[src/shared/fcal_defs.vh]
// constants and register map of the fan control and alarm block
//
// How it works
// - three separate fan drive outputs, each a 4-bit code.
// - drive level is analog supply times code over sixteen.
// - drive code registers reset to upper nibble all ones, full level.
// - entering either cruise mode drives the fan at full speed first.
// - thermal cruise: fan off below target, start level once above high limit.
// - above high limit level climbs; full for three minutes raises warning.
// - between low and high limits the level is held.
// - below low limit the level falls step by step toward zero.
// - minimum-speed enable stops the fall at the per-fan stop value.
// - speed cruise holds inside target band, raises above, lowers below.
// - manual mode drives the software-written code directly.
// - pin carries the management interrupt only when selected, else alternate input.
// - voltage and fan events interrupt only after all status was read.
// - first sensor: hysteresis at maximum selects comparator, else interrupt mode.
// - first sensor comparator repeats each conversion while above limit once cleared.
// - first sensor interrupt mode picks one-time or two-times by a bit.
// - two-times: interrupt on exceeding limit and again below hysteresis.
// - one-time: interrupt only on exceeding limit, none below hysteresis.
// - second and third sensors share one comparator or two-times bit.
// - their comparator mode repeats after each conversion until below hysteresis.
// - per-sensor bits select comparator or interrupt mode for the alarm output.
// - comparator alarm output: set above limit, held until below hysteresis.
// - interrupt alarm output latches on crossings until temperature is read.
// - management interrupt driven only while its enable bit is one.
// - polarity bit: alarm output active high when one, low when zero.
`ifndef FCAL_DEFS_VH
`define FCAL_DEFS_VH
// register indices
`define FCAL_A_CFG 8'h00
`define FCAL_A_STAT1 8'h01
`define FCAL_A_STAT2 8'h02
`define FCAL_A_MASK1 8'h03
`define FCAL_A_MASK2 8'h04
`define FCAL_A_ALARM 8'h05
`define FCAL_A_OVTMODE 8'h06
`define FCAL_A_FANMODE 8'h07
`define FCAL_A_MINEN 8'h08
`define FCAL_A_LIVE0 8'h09
`define FCAL_A_FAN0 8'h10
`define FCAL_A_FANEND 8'h1B
// reset values
`define FCAL_RST_CFG 8'h03
`define FCAL_RST_MASK 8'h00
`define FCAL_RST_DRIVE 8'hF0
// field positions
`define FCAL_CFG_SMI_EN 1
`define FCAL_CFG_PIN_SEL 2
`define FCAL_AL_POL 2
`define FCAL_AL_ONETIME 5
`define FCAL_AL_COMP23 6
// codes
`define FCAL_FULL 4'hF
`define FCAL_HYST_MAX 8'h7F
`define FCAL_M_MANUAL 2'h0
`define FCAL_M_THERMAL 2'h1
`define FCAL_M_SPEED 2'h2
`define FCAL_T_COMP 2'h0
`define FCAL_T_TWO 2'h1
`define FCAL_T_ONE 2'h2
// timing
`define FCAL_WARN_MIN 36'h0_0000_0003
`define FCAL_CLK_HZ 36'h0_0EE6_B280
`endif

[src/core/fcal_cruise.v]
// one fan drive channel: manual, thermal cruise and speed cruise
`include "fcal_defs.vh"
`default_nettype none
module fcal_cruise #(
    parameter [35:0] WARN_CYCLES = 36'h0_0000_0010
) (
    input wire clk_i,
    input wire rst_i,
    input wire step_i,
    input wire [1:0] mode_i,
    input wire [7:0] temp_i,
    input wire [7:0] tach_i,
    input wire [7:0] target_i,
    input wire [7:0] tol_i,
    input wire [3:0] start_i,
    input wire [3:0] stop_i,
    input wire min_en_i,
    input wire [3:0] manual_i,
    output wire [3:0] code_o,
    output wire warn_o
);
    reg [3:0] code_r;
    reg on_r;
    reg [1:0] mode_q_r;
    reg [35:0] warn_cnt_r;
    reg warn_r;
    wire signed [9:0] t_s = {{2{temp_i[7]}}, temp_i};
    wire signed [9:0] tg_s = {{2{target_i[7]}}, target_i};
    wire signed [9:0] hi_s = tg_s + $signed({2'h0, tol_i});
    wire signed [9:0] lo_s = tg_s - $signed({2'h0, tol_i});
    wire [8:0] s_hi = {1'b0, target_i} + {1'b0, tol_i};
    wire [8:0] s_lo = (tol_i > target_i) ? 9'h000 : {1'b0, target_i} - {1'b0, tol_i};
    wire above = t_s > hi_s;
    wire below = t_s < lo_s;
    wire [3:0] floor_c = min_en_i ? stop_i : 4'h0;
    wire [3:0] up_c = (code_r == `FCAL_FULL) ? code_r : code_r + 4'h1;
    wire [3:0] dn_c = (code_r <= floor_c) ? floor_c : code_r - 4'h1;
    wire hot_full = (mode_i == `FCAL_M_THERMAL) && on_r && above && (code_r == `FCAL_FULL);

    // drive code regulation
    always @(posedge clk_i) begin
        if (rst_i) begin
            code_r <= `FCAL_FULL;
            on_r <= 1'b0;
            mode_q_r <= `FCAL_M_MANUAL;
        end else begin
            mode_q_r <= mode_i;
            if (mode_i != mode_q_r) begin
                code_r <= (mode_i == `FCAL_M_MANUAL) ? manual_i : `FCAL_FULL;
                on_r <= 1'b0;
            end else begin
                case (mode_i)
                    `FCAL_M_THERMAL: begin
                        if (step_i) begin
                            if (!on_r) begin
                                if (above) begin
                                    code_r <= start_i;
                                    on_r <= 1'b1;
                                end else if (t_s < tg_s) begin
                                    code_r <= 4'h0;
                                end
                            end else if (above) begin
                                code_r <= up_c;
                            end else if (below) begin
                                code_r <= dn_c;
                            end
                        end
                    end
                    `FCAL_M_SPEED: begin
                        if (step_i) begin
                            if ({1'b0, tach_i} > s_hi) begin
                                code_r <= up_c;
                            end else if ({1'b0, tach_i} < s_lo) begin
                                code_r <= dn_c;
                            end
                        end
                    end
                    default: begin
                        code_r <= manual_i;
                    end
                endcase
            end
        end
    end

    // full-speed overheat timer, one pulse per episode
    always @(posedge clk_i) begin
        if (rst_i) begin
            warn_cnt_r <= 36'h0_0000_0000;
            warn_r <= 1'b0;
        end else begin
            warn_r <= 1'b0;
            if (!hot_full) begin
                warn_cnt_r <= 36'h0_0000_0000;
            end else if (warn_cnt_r < WARN_CYCLES) begin
                warn_cnt_r <= warn_cnt_r + 36'h0_0000_0001;
                warn_r <= (warn_cnt_r == WARN_CYCLES - 36'h0_0000_0001);
            end
        end
    end

    assign code_o = code_r;
    assign warn_o = warn_r;
endmodule
`default_nettype wire

[src/core/fcal_talarm.v]
// one temperature sensor: interrupt event and over-temperature latch
`include "fcal_defs.vh"
`default_nettype none
module fcal_talarm (
    input wire clk_i,
    input wire rst_i,
    input wire step_i,
    input wire [7:0] temp_i,
    input wire [7:0] over_i,
    input wire [7:0] rel_i,
    input wire [7:0] hyst_i,
    input wire [1:0] mode_i,
    input wire clr_i,
    input wire ovt_int_i,
    input wire temp_rd_i,
    output wire evt_o,
    output wire ovt_o
);
    reg hot_r;
    reg pend_r;
    reg evt_r;
    reg ohot_r;
    reg olat_r;
    wire gt_over = $signed(temp_i) > $signed(over_i);
    wire lt_rel = $signed(temp_i) < $signed(rel_i);
    wire lt_hyst = $signed(temp_i) < $signed(hyst_i);
    reg fire;

    // event decision per conversion
    always @* begin
        fire = 1'b0;
        if (step_i && !pend_r) begin
            case (mode_i)
                `FCAL_T_COMP: fire = gt_over || (hot_r && !lt_rel);
                `FCAL_T_TWO: fire = (!hot_r && gt_over) || (hot_r && lt_hyst);
                `FCAL_T_ONE: fire = !hot_r && gt_over;
                default: fire = 1'b0;
            endcase
        end
    end

    // interrupt state, set wins over clear
    always @(posedge clk_i) begin
        if (rst_i) begin
            hot_r <= 1'b0;
            pend_r <= 1'b0;
            evt_r <= 1'b0;
        end else begin
            evt_r <= fire;
            if (step_i) begin
                if (gt_over) begin
                    hot_r <= 1'b1;
                end else if (mode_i == `FCAL_T_COMP ? lt_rel : lt_hyst) begin
                    hot_r <= 1'b0;
                end
            end
            if (fire) begin
                pend_r <= 1'b1;
            end else if (clr_i) begin
                pend_r <= 1'b0;
            end
        end
    end

    // over-temperature output state
    always @(posedge clk_i) begin
        if (rst_i) begin
            ohot_r <= 1'b0;
            olat_r <= 1'b0;
        end else begin
            if (step_i && gt_over) begin
                ohot_r <= 1'b1;
            end else if (step_i && lt_hyst) begin
                ohot_r <= 1'b0;
            end
            if (step_i && ((!ohot_r && gt_over) || (ohot_r && lt_hyst))) begin
                olat_r <= 1'b1;
            end else if (temp_rd_i) begin
                olat_r <= 1'b0;
            end
        end
    end

    assign evt_o = evt_r;
    assign ovt_o = ovt_int_i ? olat_r : ohot_r;
endmodule
`default_nettype wire

[src/core/fcal_top.v]
// fan control and alarm block with its register port
`include "fcal_defs.vh"
`default_nettype none
module fcal_top #(
    parameter [35:0] WARN_CYCLES = `FCAL_WARN_MIN * 36'h0_0000_003C * `FCAL_CLK_HZ
) (
    input wire clk_i,
    input wire rst_i,
    // register port
    input wire [7:0] addr_i,
    input wire [7:0] wdata_i,
    input wire wr_i,
    input wire rd_i,
    output wire [7:0] rdata_o,
    // monitored values
    input wire conv_done_i,
    input wire [7:0] system_temp_input_i,
    input wire [7:0] processor_temp_input_i,
    input wire [7:0] auxiliary_temp_input_i,
    input wire [7:0] system_fan_tach_i,
    input wire [7:0] processor_fan_tach_i,
    input wire [7:0] auxiliary_fan_tach_i,
    input wire [23:0] over_limit_i,
    input wire [23:0] hysteresis_limit_i,
    input wire [23:0] fan_count_limit_i,
    input wire [3:0] volt_out_of_range_i,
    input wire [2:0] temp_read_i,
    // pins
    output wire [3:0] system_fan_drive_o,
    output wire [3:0] processor_fan_drive_o,
    output wire [3:0] auxiliary_fan_drive_o,
    input wire system_mgmt_interrupt_pin_i,
    output wire system_mgmt_interrupt_out_n_o,
    output wire system_mgmt_interrupt_out_oe_o,
    output wire alternate_irq_input_o,
    output wire overtemp_alarm_out_o
);
    // control registers
    reg [7:0] cfg_r;
    reg [7:0] mask1_r;
    reg [7:0] mask2_r;
    reg [7:0] alarm_r;
    reg [2:0] ovtmode_r;
    reg [5:0] fanmode_r;
    reg [2:0] minen_r;
    reg [7:0] fan_r [0:11];
    // status and interrupt state
    reg [7:0] stat1_r;
    reg [7:0] stat2_r;
    reg rd1_seen_r;
    reg rd2_seen_r;
    reg clr_all_r;
    reg [6:0] vf_q_r;
    reg vf_pend_r;
    reg [7:0] rdata_r;
    reg smi_oe_r;
    reg alt_irq_r;
    reg ovt_r;

    // fan register address decode
    function fan_hit;
        input [7:0] a;
        begin
            fan_hit = (a >= `FCAL_A_FAN0) && (a <= `FCAL_A_FANEND);
        end
    endfunction

    function [3:0] fan_idx;
        input [7:0] a;
        reg [7:0] d;
        begin
            d = a - `FCAL_A_FAN0;
            fan_idx = d[3:0];
        end
    endfunction

    wire step = conv_done_i && cfg_r[0];
    wire [23:0] temps = {auxiliary_temp_input_i, processor_temp_input_i, system_temp_input_i};
    wire [23:0] tachs = {auxiliary_fan_tach_i, processor_fan_tach_i, system_fan_tach_i};
    wire [11:0] codes;
    wire [2:0] warns;
    wire [2:0] tevt;
    wire [2:0] tovt;

    // three fan drive channels
    genvar g;
    generate
        for (g = 0; g < 3; g = g + 1) begin : ch
            wire [7:0] drv = fan_r[4 * g];
            wire [7:0] ss = fan_r[4 * g + 3];
            fcal_cruise #(
                .WARN_CYCLES(WARN_CYCLES)
            ) u_cruise (
                .clk_i(clk_i),
                .rst_i(rst_i),
                .step_i(step),
                .mode_i(fanmode_r[2 * g +: 2]),
                .temp_i(temps[8 * g +: 8]),
                .tach_i(tachs[8 * g +: 8]),
                .target_i(fan_r[4 * g + 1]),
                .tol_i(fan_r[4 * g + 2]),
                .start_i(ss[7:4]),
                .stop_i(ss[3:0]),
                .min_en_i(minen_r[g]),
                .manual_i(drv[7:4]),
                .code_o(codes[4 * g +: 4]),
                .warn_o(warns[g])
            );
        end
    endgenerate

    // temperature alarm modes per sensor
    wire s0_comp = hysteresis_limit_i[7:0] == `FCAL_HYST_MAX;
    wire [1:0] s0_mode = s0_comp ? `FCAL_T_COMP :
        (alarm_r[`FCAL_AL_ONETIME] ? `FCAL_T_ONE : `FCAL_T_TWO);
    wire [1:0] s12_mode = alarm_r[`FCAL_AL_COMP23] ? `FCAL_T_COMP : `FCAL_T_TWO;
    wire [7:0] s0_rel = s0_comp ? over_limit_i[7:0] : hysteresis_limit_i[7:0];

    generate
        for (g = 0; g < 3; g = g + 1) begin : ta
            fcal_talarm u_alarm (
                .clk_i(clk_i),
                .rst_i(rst_i),
                .step_i(step),
                .temp_i(temps[8 * g +: 8]),
                .over_i(over_limit_i[8 * g +: 8]),
                .rel_i(g == 0 ? s0_rel : hysteresis_limit_i[8 * g +: 8]),
                .hyst_i(hysteresis_limit_i[8 * g +: 8]),
                .mode_i(g == 0 ? s0_mode : s12_mode),
                .clr_i(clr_all_r),
                .ovt_int_i(ovtmode_r[g]),
                .temp_rd_i(temp_read_i[g]),
                .evt_o(tevt[g]),
                .ovt_o(tovt[g])
            );
        end
    endgenerate

    // voltage and fan limit levels, events on change
    wire [2:0] fan_over;
    generate
        for (g = 0; g < 3; g = g + 1) begin : fo
            assign fan_over[g] = tachs[8 * g +: 8] > fan_count_limit_i[8 * g +: 8];
        end
    endgenerate
    wire [6:0] vf_now = {fan_over, volt_out_of_range_i};
    wire [6:0] vf_chg = (vf_now ^ vf_q_r) & {7{step && !vf_pend_r}};

    // register writes
    integer i;
    always @(posedge clk_i) begin
        if (rst_i) begin
            cfg_r <= `FCAL_RST_CFG;
            mask1_r <= `FCAL_RST_MASK;
            mask2_r <= `FCAL_RST_MASK;
            alarm_r <= 8'h00;
            ovtmode_r <= 3'h0;
            fanmode_r <= 6'h00;
            minen_r <= 3'h0;
            for (i = 0; i < 12; i = i + 1) begin
                fan_r[i] <= (i % 4 == 0) ? `FCAL_RST_DRIVE : 8'h00;
            end
        end else if (wr_i) begin
            case (addr_i)
                `FCAL_A_CFG: cfg_r <= wdata_i;
                `FCAL_A_MASK1: mask1_r <= wdata_i;
                `FCAL_A_MASK2: mask2_r <= wdata_i;
                `FCAL_A_ALARM: alarm_r <= wdata_i;
                `FCAL_A_OVTMODE: ovtmode_r <= wdata_i[2:0];
                `FCAL_A_FANMODE: fanmode_r <= wdata_i[5:0];
                `FCAL_A_MINEN: minen_r <= wdata_i[2:0];
                default: begin
                    if (fan_hit(addr_i)) begin
                        fan_r[fan_idx(addr_i)] <= wdata_i;
                    end
                end
            endcase
        end
    end

    // sticky status, read clears, set wins
    wire rd1 = rd_i && (addr_i == `FCAL_A_STAT1);
    wire rd2 = rd_i && (addr_i == `FCAL_A_STAT2);
    wire [7:0] set1 = {tevt[0], vf_chg};
    wire [7:0] set2 = {3'h0, warns, tevt[2:1]};
    always @(posedge clk_i) begin
        if (rst_i) begin
            stat1_r <= 8'h00;
            stat2_r <= 8'h00;
            vf_q_r <= 7'h00;
            vf_pend_r <= 1'b0;
            rd1_seen_r <= 1'b0;
            rd2_seen_r <= 1'b0;
            clr_all_r <= 1'b0;
        end else begin
            stat1_r <= (rd1 ? 8'h00 : stat1_r) | set1;
            stat2_r <= (rd2 ? 8'h00 : stat2_r) | set2;
            if (step) begin
                vf_q_r <= vf_now;
            end
            clr_all_r <= 1'b0;
            if ((rd1 || rd1_seen_r) && (rd2 || rd2_seen_r)) begin
                rd1_seen_r <= 1'b0;
                rd2_seen_r <= 1'b0;
                clr_all_r <= 1'b1;
            end else begin
                rd1_seen_r <= rd1_seen_r || rd1;
                rd2_seen_r <= rd2_seen_r || rd2;
            end
            if (|vf_chg) begin
                vf_pend_r <= 1'b1;
            end else if (clr_all_r) begin
                vf_pend_r <= 1'b0;
            end
        end
    end

    // read data, one cycle after the strobe
    always @(posedge clk_i) begin
        if (rst_i) begin
            rdata_r <= 8'h00;
        end else if (rd_i) begin
            case (addr_i)
                `FCAL_A_CFG: rdata_r <= cfg_r;
                `FCAL_A_STAT1: rdata_r <= stat1_r;
                `FCAL_A_STAT2: rdata_r <= stat2_r;
                `FCAL_A_MASK1: rdata_r <= mask1_r;
                `FCAL_A_MASK2: rdata_r <= mask2_r;
                `FCAL_A_ALARM: rdata_r <= alarm_r;
                `FCAL_A_OVTMODE: rdata_r <= {5'h00, ovtmode_r};
                `FCAL_A_FANMODE: rdata_r <= {2'h0, fanmode_r};
                `FCAL_A_MINEN: rdata_r <= {5'h00, minen_r};
                default: begin
                    if (fan_hit(addr_i)) begin
                        rdata_r <= fan_r[fan_idx(addr_i)];
                    end else if (addr_i >= `FCAL_A_LIVE0 && addr_i < `FCAL_A_FAN0 &&
                                 addr_i - `FCAL_A_LIVE0 < 8'h03) begin
                        rdata_r <= {codes[4 * (addr_i - `FCAL_A_LIVE0) +: 4], 4'h0};
                    end else begin
                        rdata_r <= 8'h00;
                    end
                end
            endcase
        end else begin
            rdata_r <= 8'h00;
        end
    end

    // interrupt pin and alarm output
    wire smi_src = |(stat1_r & ~mask1_r) || |(stat2_r & ~mask2_r);
    always @(posedge clk_i) begin
        if (rst_i) begin
            smi_oe_r <= 1'b0;
            alt_irq_r <= 1'b0;
            ovt_r <= 1'b1;
        end else begin
            smi_oe_r <= cfg_r[`FCAL_CFG_PIN_SEL] && cfg_r[`FCAL_CFG_SMI_EN] && smi_src;
            alt_irq_r <= !cfg_r[`FCAL_CFG_PIN_SEL] && system_mgmt_interrupt_pin_i;
            ovt_r <= alarm_r[`FCAL_AL_POL] ? (|tovt) : !(|tovt);
        end
    end

    // drive codes go to the 4-bit converters, level = supply * code / 16
    reg [11:0] codes_r;
    always @(posedge clk_i) begin
        if (rst_i) begin
            codes_r <= 12'hFFF;
        end else begin
            codes_r <= codes;
        end
    end

    assign system_fan_drive_o = codes_r[3:0];
    assign processor_fan_drive_o = codes_r[7:4];
    assign auxiliary_fan_drive_o = codes_r[11:8];
    assign rdata_o = rdata_r;
    assign system_mgmt_interrupt_out_n_o = 1'b0;
    assign system_mgmt_interrupt_out_oe_o = smi_oe_r;
    assign alternate_irq_input_o = alt_irq_r;
    assign overtemp_alarm_out_o = ovt_r;
endmodule
`default_nettype wire

[config.mk]
export PLATFORM = sky130hd
export DESIGN_NAME = fcal_top
export DESIGN_NICKNAME = d
export VERILOG_FILES = /design/src/core/fcal_cruise.v /design/src/core/fcal_talarm.v /design/src/core/fcal_top.v
export VERILOG_INCLUDE_DIRS = /design/src /design/src/shared
export SDC_FILE = /design/constraint.sdc
export NUM_CORES = 1
export LEC_CHECK = 0
export BUFFER_PORTS_ARGS = -buffer_cell sky130_fd_sc_hd__buf_2
export CAP_MARGIN = 20
export CORE_MARGIN = 2
export CORE_UTILIZATION = 32
export DETAILED_ROUTE_END_ITERATION = 8
export PLACE_DENSITY = 0.46
export SLEW_MARGIN = 40
export SYNTH_ARGS = -nofsm -noshare
export SYNTH_HDL_FRONTEND = slang
export SYNTH_SLANG_ARGS = --single-unit
[constraint.sdc]
create_clock -name clk_i -period 4.64 [get_ports clk_i]
set_clock_uncertainty 0.15 [all_clocks]
set_input_delay 0.464 -clock clk_i [delete_from_list [all_inputs] [get_ports clk_i]]
set_output_delay 0.464 -clock clk_i [all_outputs]
set_load 0.01 [all_outputs]
# == Word-level counts from Yosys, hierarchy flattened ==
# Memories as Yosys holds them, arrays and structs flattened.
# Cells that the tools add are included.
# op_classes
shift,1
n_mux,108
n_lt_le_gt_ge,39
n_bitwise,15
n_reduce_logical,126
n_eq_ne,43
n_addsub,24
# op_table
operator,count
4-bit 2-to-1 mux,43
36-bit by 1-bit adder with 36-bit output (second input constant),3
36-bit == test (second input constant),3
36-bit < comparator (second input constant),3
8-bit greater-than comparator,9
8-bit one-hot mux with 9 select lines,1
8-bit < comparator,7
8-bit 2-to-1 mux,6
1-bit logical AND,47
1-bit 2-to-1 mux,47
12-bit by 33-bit indexed part select with 4-bit output,1
8-bit by 3-bit == test with 1-bit output (second input constant),4
8-bit by 9-bit adder with 10-bit output,3
8-bit by 10-bit greater-than comparator with 1-bit output,3
8-bit by 10-bit < comparator with 1-bit output,3
8-bit by 9-bit subtractor with 10-bit output,3
8-bit by 8-bit adder with 9-bit output,3
8-bit by 9-bit greater-than comparator with 1-bit output,3
8-bit by 9-bit < comparator with 1-bit output,3
9-bit 2-to-1 mux,3
8-bit by 8-bit subtractor with 9-bit output,3
2-bit AND reduction,13
2-bit nonzero test,13
4-bit one-hot mux with 2 select lines,3
other kinds (43),126
# totals
out_inout_bits,24
mem_count,1
in_bits,149
ramBits,96
reg_bits,241
# memory_table
name,words,word_bits,read_ports,rd_clocked_by_memory_dff,write_ports,line,source
fan_r,12,8,13,0,12,fcal_top.v:46,reg [7:0] fan_r [0:11];

# == Longest topological paths before layout ==
# Gate-level depths: netlist (run 1).
# An unclocked memory read counts as a cell.
# logic_depth
word_depth,10
mapped_depth,20
ltp_nobuf,19

# == Cells and area by module ==
# A second synthesis (run 1) with hierarchy kept.
# unflattened
cells_unflattened,2867
hier_area_um2,25305.5
# modules_own_cells
mod,area_each_um2,instances,cells_per_inst
fcal_cruise at ch[0].u_cruise ...,4620.7,2,575
fcal_top,9115.0,1,840
fcal_cruise at ch[2].u_cruise,4393.0,1,553
fcal_talarm,852.1,3,108

# == Worst setup path before layout (run 1) ==
# OpenSTA, ideal clock, no wires.
# synth_path
kind,reg-to-reg
start,memory fan_r[6][1]
end,register ch[1].u_cruise.warn_cnt_r[10]
arrival_ns,4.254
period_less_slack_ns,4.469
required_time_ns,4.425
stages_incl_launch_ff,20
path_buffers,2
slack_ns,0.171
cell_sequence,edfxtp_1 -> inv_1 -> ha_1 -> nand2b_1 -> a21oi_1 -> o21bai_1 -> a21oi_1 -> o21bai_1 -> a21o_1 -> mux2i_1 -> a2111oi_0 -> ha_1 -> nand4_1 -> a211oi_1 -> a2111oi_0 -> mux2i_1 -> clkbuf_1 -> nand3_1 -> clkbuf_1 -> nor2_1
# synth_rtl
element,line,source
start: declaration,fcal_top.v:46,
end signal: assignment,fcal_cruise.v:96,warn_cnt_r <= warn_cnt_r + 36'h0_0000_0001;
end: declaration,fcal_cruise.v:25,reg [35:0] warn_cnt_r;

==> flow_metrics.tcl, run 1 <==
set metrics [dict create \
    vdd_drop_max_mv 0.2368 \
    dp_hpwl_um 59080 \
    wl_met1_um 35970 \
    relSlewSlack_pct 41.98 \
    grt_pass1_vias 20870 \
    leakage_nw 11.51 \
    remaining_drc_errors 0 \
    fin_ws_ps 203.4 \
    rows 100 \
    ys.flop_type "dfxtp_1" \
    cts_htree_levels 2 \
    endpoint_kind "flip-flop" \
    first_pass_iters 7 \
    vias 21220 \
    avgSynthCellArea_um2 8.585 \
    io_buffers 171 \
    io-pin-count 173 \
    area_growth_pct 15.90 \
    routed-wl-met2_um 35490 \
    overflow 0 \
    final_area_mm2 0.02779 \
    drtAntennaViolNets 0 \
    critPathLaunchType "flip-flop" \
    globalplace.congestion 0.9085 \
    syn_nets 3235 \
    critPathKind "reg2reg" \
    final_util_pct 37.39 \
    numCtsBuffers 42 \
    vias_per_cell 5.348 \
    fmax_mhz 225.4 \
    dp_cells 3873 \
    grt_max_degree 71 \
    period_needed_ps 4437 \
    syn_inst 2793 \
    routed_wl_um 77080 \
    netlist_area_mm2 0.02398 \
    fill_cells 7645 \
    powerDensity_mw_per_mm2 295.6 \
    drt_first_iter_violations 1388 \
    clock_sinks 334 \
    crit_required_ps 5030 \
    hp-class "in2reg" \
    layoutNonFillerInstCount 3968 \
    holdWs_ps 26.08 \
    place_area_mm2 0.02605 \
    clkTransAtPathRegs_ps 60 \
    ys_types 90 \
    grt_pass1_wl_um 119500 \
    die_h_um 277.7 \
    initial_core_util_pct 32.26 \
    synth_edf_count 96 \
    drive_gt1_share_pct 14.25 \
    rrSetupSlack_ps 200 \
    antenna_found_initial 2 \
    die_w_um 277.7 \
    slew_viol_final 0 \
    hold_viol_final 0 \
    status "finished, final reports clean" \
    grt_usage_pct 19.51 \
    ys_ff_latch 334 \
    wl_per_cell_um 19.43 \
    final_net_count 3406 \
    setup_viol 0 \
    clk_latency_ps 590 \
    worstMarginPinSlew_ps 866.2 \
    met3_length_um 4023 \
    synthArstFlopShare_pct 0 \
    core_mm2 0.07432 \
    final_cell_mix "ha_1 (287), dfxtp_1 (238), nor2_1 (230), nand2_1 (230), inv_1 (226)" \
    cts_tree "yes" \
    crit_arrival_ps 4820 \
    die-area_mm2 0.07713 \
    drv_cap 0 \
    clockBufferDepth 3 \
    crit_path_max_fanout 20 \
    root_buffer "clkbuf_16" \
    yosysWarningCount 0 \
    seq_area_frac_synth_pct 31.89 \
    layout_commonest_cell "ha_1" \
    place_ws_ps -229.7 \
    post-route-period-util_pct 95.62 \
    top_layer "met5" \
]
kinds of logic (layout without fill, tap and decap cells):
logic type               after synthesis  after routing  synth area share (%)
XOR/XNOR                             152            152                 5.552
adder cells (fa/ha/maj)              293            293                 15.48
AO/OA/AOI/OAI                        572            572                 15.64
flip-flops                           334            334                 31.89
other                                  1              3               0.01564
multiplexers                          60             60                 3.809
AND/OR/NAND/NOR                     1034           1034                 22.02
buffers and inverters                347            551                 5.584
metal layers:
| layer | vias up | track usage (%) |
|---|---|---|
| li1 | 10370 | - |
| met1 | 10200 | 26.95 |
| met2 | 553 | 32.38 |
| met3 | 104 | 2.400 |
| met4 | 2 | 4.449 |
| met5 | - | 0 |
worst paths after layout:
path	start	end	depth (start not counted)
max	fan_r[10][1]	ch[2].u_cruise.warn_cnt_r[24]	19
min reg2reg	ta[2].u_alarm.evt_o	stat2_r[1]	2
max reg2reg	fan_r[10][1]	ch[2].u_cruise.warn_cnt_r[24]	19
min	temp_read_i[2]	ta[2].u_alarm.olat_r	3
cell usage after synthesis (all sizes together), types with 16 or more instances:
cell,instances,area (µm²)
a211oi,16,125.1
a21o,36,270.3
a21oi,174,874.6
a221oi,16,140.1
a31oi,28,175.2
and2,24,150.1
and3,121,757.0
buf,23,122.6
clkbuf,95,356.6
dfxtp,238,4765
edfxtp,96,2883
ha,287,3591
inv,229,859.6
mux2i,26,260.3
mux4,24,540.5
nand2,231,867.1
nand2b,42,262.8
nand3,125,625.6
nand4,48,300.3
nor2,233,893.4
nor2b,30,187.7
nor3,64,366.6
nor4,25,211.5
o211ai,19,142.6
o21a,31,232.7
o21ai,107,543.0
o31ai,16,120.1
or2,24,150.1
or3,19,118.9
xnor2,80,700.7
xor2,72,630.6
cell type report:
type	instances	area, µm²	share of cell area (%)
Clock inverter	17	168.9	0.6078
Sequential cell	334	7647	27.52
Clock buffer	60	1209	4.349
Multi-Input combinational cell	2112	15210	54.73
Inverter	229	859.6	3.093
Tap cell	969	1212	4.363
Antenna cell	2	5.005	0.01801
Timing Repair Buffer	245	1478	5.317
power by group:
| group | internal [W] | leakage, nW | switching, W |
|---|---|---|---|
| sequential | 0.00308 | 2.85 | 0.0000931 |
| clock | 0.00189 | 0.676 | 0.00136 |
| combinational | 0.000754 | 7.99 | 0.00104 |
stage by stage:
stage | power, W | setup TNS (ps)
floorplan | 0.004312 | 0
global placement | 0.004890 | -2024
detailed placement | 0.004938 | -767.1
CTS | 0.008253 | 0
global route | 0.008630 | -132.6
finish | 0.008213 | 0
critical path, cell delays in order (launching register included):
cell	delay, ps
edfxtp_1	400
inv_2	90
ha_1	230
nand2b_1	160
a21oi_2	150
o21ai_0	100
a21oi_1	190
o21bai_1	110
a21oi_2	190
nor4_1	60
a311oi_1	270
ha_1	310
nand4_1	130
nor3_2	80
a32o_1	310
or2_2	360
or4_4	580
buf_12	190
a211oi_1	180
a31o_2	130
flip-flops by register name, summed over array words and instances, names as in the netlist, 5 cells and up:
signal	cells
stat1_r	8
rdata_o	8
alarm_r	8
fan_r	96
vf_q_r	7
codes_r	12
mask1_r	8
fanmode_r	6
ch.u_cruise.mode_q_r	6
ch.u_cruise.code_o	12
cfg_r	8
stat2_r	5
mask2_r	8
ch.u_cruise.warn_cnt_r	108
timing repair:
action,CTS,global route
setup endpoints to repair,47,124
cloned,0,1
pin swaps,2,16
setup buffers,5,3
hold endpoints to repair,7,0
hold buffers,7,0
resized for setup,7,41
Note: power is estimated with default switching activity, not from simulation.
==> run 2: changes to the inputs <==
PLACE_DENSITY = unset   (was 0.46)
==> flow_metrics.tcl, run 2 (synthesis gave the netlist of run 1 again) <==
set metrics [dict create \
    reg2reg_to "ch[0].u_cruise.code_o[1]" \
    drive_gt1_share_pct 13.61 \
    cts_tree "yes" \
    rrSetupSlack_ps 280 \
    vdd_drop_max_mv 0.2265 \
    status "finished, final reports clean" \
    fmax_mhz 229.4 \
    hp-class "in2reg" \
    rsz0062_at_grt "yes" \
    fin_ws_ps 280.8 \
    die_w_um 277.7 \
    powerDensity_mw_per_mm2 288.5 \
    overflow 0 \
    min_from "volt_out_of_range_i[0]" \
    p_comb_share_pct 21.7 \
    reg2regPathDepth 17 \
    regMostFlops "ch.u_cruise.warn_cnt_r" \
    die-area_mm2 0.07713 \
    place_ws_ps -129.4 \
    relSlewSlack_pct 44.32 \
    pwr-share-seq_pct 40.0 \
    min_to "vf_q_r[0]" \
    grt_pass1_vias 19710 \
    clkTransAtPathRegs_ps 60 \
    clock_sinks 334 \
    cpMaxStageDelayCell "or4_1" \
    critPathKind "reg2reg" \
    rows 100 \
    final_net_count 3390 \
    crit_arrival_ps 4680 \
    io-pin-count 173 \
    drv_cap 0 \
    final_cell_mix "ha_1 (286), dfxtp_1 (238), nor2_1 (231), nand2_1 (231), inv_1 (227)" \
    globalplace.congestion 0.8922 \
    vias 20800 \
    crit_required_ps 4960 \
    initial_core_util_pct 32.26 \
    grt_max_degree 55 \
    crit_path_max_fanout 8 \
    crit_chain "ha_1 > buf_4 > o21a_1 > o21ai_0 > buf_4 > a21oi_1 > a21oi_1 > xnor2_1 > nand2b_1 > ha_1 > or4_1 > a221o_1 > o311a_1 > nand3_1 > o211ai_1 > buf_4 > o311ai_1" \
    core_mm2 0.07432 \
    root_buffer "clkbuf_16" \
    grt_pass1_wl_um 111500 \
    register_area_mm2 0.007647 \
    cts_hold_buf 0 \
    remaining_drc_errors 0 \
    clockBufferDepth 3 \
    path_delay_family "compound AO/OA/AOI/OAI gates" \
    endpoint_kind "flip-flop" \
    reg_top3 "ch.u_cruise.warn_cnt_r x108, fan_r x96" \
    leakage_nw 11.36 \
    area_growth_pct 14.70 \
    first_pass_iters 5 \
    critical_path.most_common_cell "buf_4" \
    die_h_um 277.7 \
    wl_per_cell_um 18.08 \
    largest_reg_flops 108 \
    post-route-period-util_pct 93.95 \
    grt_usage_pct 18.02 \
    slew_viol_final 0 \
    multiInputGateArea_mm2 0.01516 \
    layout_commonest_cell "ha_1" \
    worstMarginPinSlew_ps 828.8 \
    worstHoldPathCells 3 \
    p_sw_share_pct 29.88 \
    clk_latency_ps 570 \
    period_needed_ps 4359 \
    drtAntennaViolNets 0 \
    dp_hpwl_um 53860 \
    cpPeakStageDelay_ps 510 \
    critPathLaunchType "flip-flop" \
    switchingPower_w 0.002371 \
    setup_viol 0 \
    power_w 0.007935 \
    io_buffers 171 \
    routed_wl_um 71410 \
    p_int_w 0.005564 \
    crit_buf_inv 3 \
    numCtsBuffers 39 \
    drt_first_iter_violations 1671 \
    cts_htree_levels 2 \
    reg2reg_from "fan_r[1][2]" \
    hold_viol_final 0 \
    antenna_found_initial 13 \
    vias_per_cell 5.266 \
    clock_power_share_pct 38.4 \
    tns_ps 0 \
    fill_cells 7620 \
]
## run 2: what timing repair did
action	CTS	global route
setup buffers	0	4
gates resized for setup	3	41
gates cloned	0	1
endpoints found under the setup margin	7	124
pin swaps	1	20
## run 2: per-layer routing
| layer | track usage (%) | vias up | wire (µm) |
|---|---|---|---|
| met4 | 5.100 | 12 | 1753 |
| met2 | 28.10 | 628 | 30970 |
| met1 | 25.15 | 9696 | 33620 |
| met5 | 0 | - | 86 |
| li1 | - | 10340 | - |
| met3 | 3.596 | 124 | 4980 |
## run 2: layout make-up
cell class	instances	area share, %
multi-input combinational	2112	55.13
sequential	334	27.81
timing repair buffer	232	5.009
tap	969	4.409
clock buffer	56	4.076
inverter	229	3.126
clock inverter	12	0.3958
antenna	5	0.04550
## run 2: how the worst max path moves through the flow
stage                startpoint  cells after the start                       endpoint  slack, ps
finish              fan_r[1][2]                     17       ch[0].u_cruise.code_o[1]        280
floorplan           fan_r[6][1]                     19  ch[1].u_cruise.warn_cnt_r[10]        170
global route        fan_r[6][1]                     20       ch[1].u_cruise.code_o[3]        -60
CTS                 fan_r[6][1]                     21       ch[1].u_cruise.code_o[1]        -20
detailed placement  fan_r[6][1]                     21       ch[1].u_cruise.code_o[1]       -130
global placement    fan_r[6][1]                     21       ch[1].u_cruise.code_o[1]        -90
## run 2: power by group through the flow
stage	Clock, W	Sequential [W]	Combinational (W)
after floorplan	0	0.00319	0.00112
after global placement	0	0.00323	0.00163
after detailed placement	0	0.00323	0.00165
after CTS	0.00309	0.00317	0.00166
after global routing	0.00321	0.00318	0.00193
final	0.00304	0.00317	0.00172
## run 2: per-stage QoR
step | utilization [%] | instances | hold WS [ps] | cell area, µm²
floorplan | - | 2793 | 263.0 | 23980
global placement | 35.01 | 3870 | 270.0 | 26020
detailed placement | 35.01 | 3870 | 281.2 | 26020
CTS | 36.67 | 3938 | 39.41 | 27260
global route | 36.99 | 3946 | 42.65 | 27490
finish | 37.00 | 3949 | 47.69 | 27500
## run 2: worst min-delay path: cells and delay by family
family          cells  cell delay [ps]
simple gates        1               60
buf+inv             1              130
compound gates      1               50
==> run 3: changes to the inputs <==
HOLD_SLACK_MARGIN = 0.1   (was unset)
==> flow_metrics.tcl, run 3 (synthesis gave the netlist of run 1 again) <==
set metrics [dict create \
    clkTransAtPathRegs_ps 60 \
    post-route-period-util_pct 94.04 \
    die_w_um 277.7 \
    hp-class "in2reg" \
    register_area_mm2 0.007647 \
    vdd_drop_max_mv 0.2262 \
    cts_tree "yes" \
    io-pin-count 173 \
    io_buffers 171 \
    area_growth_pct 15.08 \
    grt_pass1_wl_um 111500 \
    fmax_mhz 229.2 \
    reg2regPathDepth 19 \
    clockBufferDepth 3 \
    dp_hpwl_um 53860 \
    regMostFlops "ch.u_cruise.warn_cnt_r" \
    reg2reg_to "ch[1].u_cruise.code_o[0]" \
    multiInputGateArea_mm2 0.01516 \
    rsz0062_at_grt "yes" \
    min_from "rd_i" \
    critPathLaunchType "flip-flop" \
    slew_viol_final 0 \
    routed_wl_um 71380 \
    grt_pass1_vias 19730 \
    remaining_drc_errors 0 \
    final_area_mm2 0.02759 \
    die-area_mm2 0.07713 \
    die_h_um 277.7 \
    grt_max_degree 55 \
    cpPeakStageDelay_ps 460 \
    crit_buf_inv 3 \
    grt_usage_pct 18.03 \
    clock_sinks 334 \
    relSlewSlack_pct 42.52 \
    place_area_mm2 0.02602 \
    overflow 0 \
    rows 100 \
    root_buffer "clkbuf_16" \
    reg_top3 "ch.u_cruise.warn_cnt_r x108, fan_r x96" \
    drive_gt1_share_pct 13.57 \
    clk_latency_ps 570 \
    final_cell_mix "ha_1 (286), dfxtp_1 (238), nor2_1 (231), nand2_1 (231), inv_1 (227)" \
    worstHoldPathCells 3 \
    worstMarginPinSlew_ps 855.7 \
    rrSetupSlack_ps 280 \
    endpoint_kind "flip-flop" \
    largest_reg_flops 108 \
    drt_first_iter_violations 1630 \
    vias 20840 \
    status "finished, final reports clean" \
    reg2reg_from "fan_r[6][1]" \
    crit_chain "inv_2 > ha_4 > nand2b_4 > a21oi_4 > o21bai_1 > a21oi_2 > o21bai_1 > a21o_1 > mux2i_1 > a2111oi_2 > ha_1 > nand4_1 > inv_1 > a2111oi_2 > buf_4 > mux2i_4 > a31oi_1 > a311o_4 > a221o_1" \
    cts_htree_levels 2 \
    layoutNonFillerInstCount 3958 \
    hold_viol_final 0 \
    min_to "rd1_seen_r" \
    powerDensity_mw_per_mm2 287.7 \
    leakage_nw 11.40 \
    layout_commonest_cell "ha_1" \
    initial_core_util_pct 32.26 \
    globalplace.congestion 0.8922 \
    drv_cap 0 \
    fill_cells 7616 \
    crit_required_ps 4950 \
    period_needed_ps 4364 \
    drtAntennaViolNets 0 \
    first_pass_iters 7 \
    crit_arrival_ps 4680 \
    critPathKind "reg2reg" \
    numCtsBuffers 39 \
    antenna_found_initial 13 \
    final_net_count 3399 \
    vias_per_cell 5.266 \
    setup_viol 0 \
    crit_path_max_fanout 8 \
    path_delay_family "compound AO/OA/AOI/OAI gates" \
    wl_per_cell_um 18.03 \
    dp_cells 3870 \
    cpMaxStageDelayCell "a311o_4" \
    core_mm2 0.07432 \
]
==> run 3: changes by cell type in the layout (fill, tap and decap cells not counted), sizes merged <==
cell and delta:
dlygate4sd3 +9
==> run 3: worst register-to-register path, delay by kind of cell, from the launching register on <==
family	cells	cell delay [ps]
and+or+nand+nor	2	290
adders and majority gates	2	520
AOI/OAI and AO/OA	10	2190
buffers and inverters	3	350
muxes	2	360
DFF	1	400
==> run 3: final cells by class <==
cell class,instances,area share (%)
antenna,5,0.04535
clock buffer,56,4.063
clock inverter,12,0.3945
inverter,229,3.115
multi-input combinational,2112,54.95
sequential,334,27.72
tap,969,4.394
timing repair buffer,241,5.319
==> run 3: routing by layer <==
metal | share of wire [%] | up-vias | GRT usage [%]
met3 | 7.1 | 116 | 3.596
met1 | 47 | 9706 | 25.13
met5 | 0.12 | - | 0
li1 | - | 10360 | -
met4 | 2.3 | 12 | 5.100
met2 | 44 | 655 | 28.12
==> run 3: metrics by stage <==
stage	TNS, ps	hold WS, ps	worst slack, ps	total power [W]	util (%)
3_3_place_gp	-164.4	270.0	-89.87	0.004864	35.01
3_5_place_dp	-210.3	281.2	-129.4	0.004883	35.01
5_1_grt	-216.1	169.6	-57.49	0.008325	37.11
2_1_floorplan	0	263.0	171.2	0.004312	-
6_report	0	152.6	276.4	0.007938	37.12
4_1_cts	-24.51	125.5	-24.51	0.007928	36.79
==> run 3: how the worst max path moves through the flow <==
| stage | startpoint | to | slack (ps) | cells after the start |
|---|---|---|---|---|
| after global placement | fan_r[6][1] | ch[1].u_cruise.code_o[1] | -90 | 21 |
| after global routing | fan_r[6][1] | ch[1].u_cruise.code_o[3] | -60 | 20 |
| after detailed placement | fan_r[6][1] | ch[1].u_cruise.code_o[1] | -130 | 21 |
| after floorplan | fan_r[6][1] | ch[1].u_cruise.warn_cnt_r[10] | 170 | 19 |
| final | fan_r[6][1] | ch[1].u_cruise.code_o[0] | 280 | 19 |
| after CTS | fan_r[6][1] | ch[1].u_cruise.code_o[1] | -20 | 21 |
==> run 3: power breakdown <==
group | internal, W | leakage, nW | total [W] | switching [W]
Sequential | 0.00308 | 2.85 | 0.00317 | 0.0000893
Clock | 0.00175 | 0.611 | 0.00304 | 0.00129
Combinational | 0.000738 | 7.94 | 0.00172 | 0.000985
Total | 0.00557 | 11.4 | 0.00794 | 0.00237
==> run 3: repair_timing <==
item	in CTS	in global routing
hold buffers	9	0
buffers inserted	0	4
hold endpoints to repair	11	0
gates cloned	0	1
pin swaps	1	20
setup endpoints to repair	7	124
resized for setup	3	41
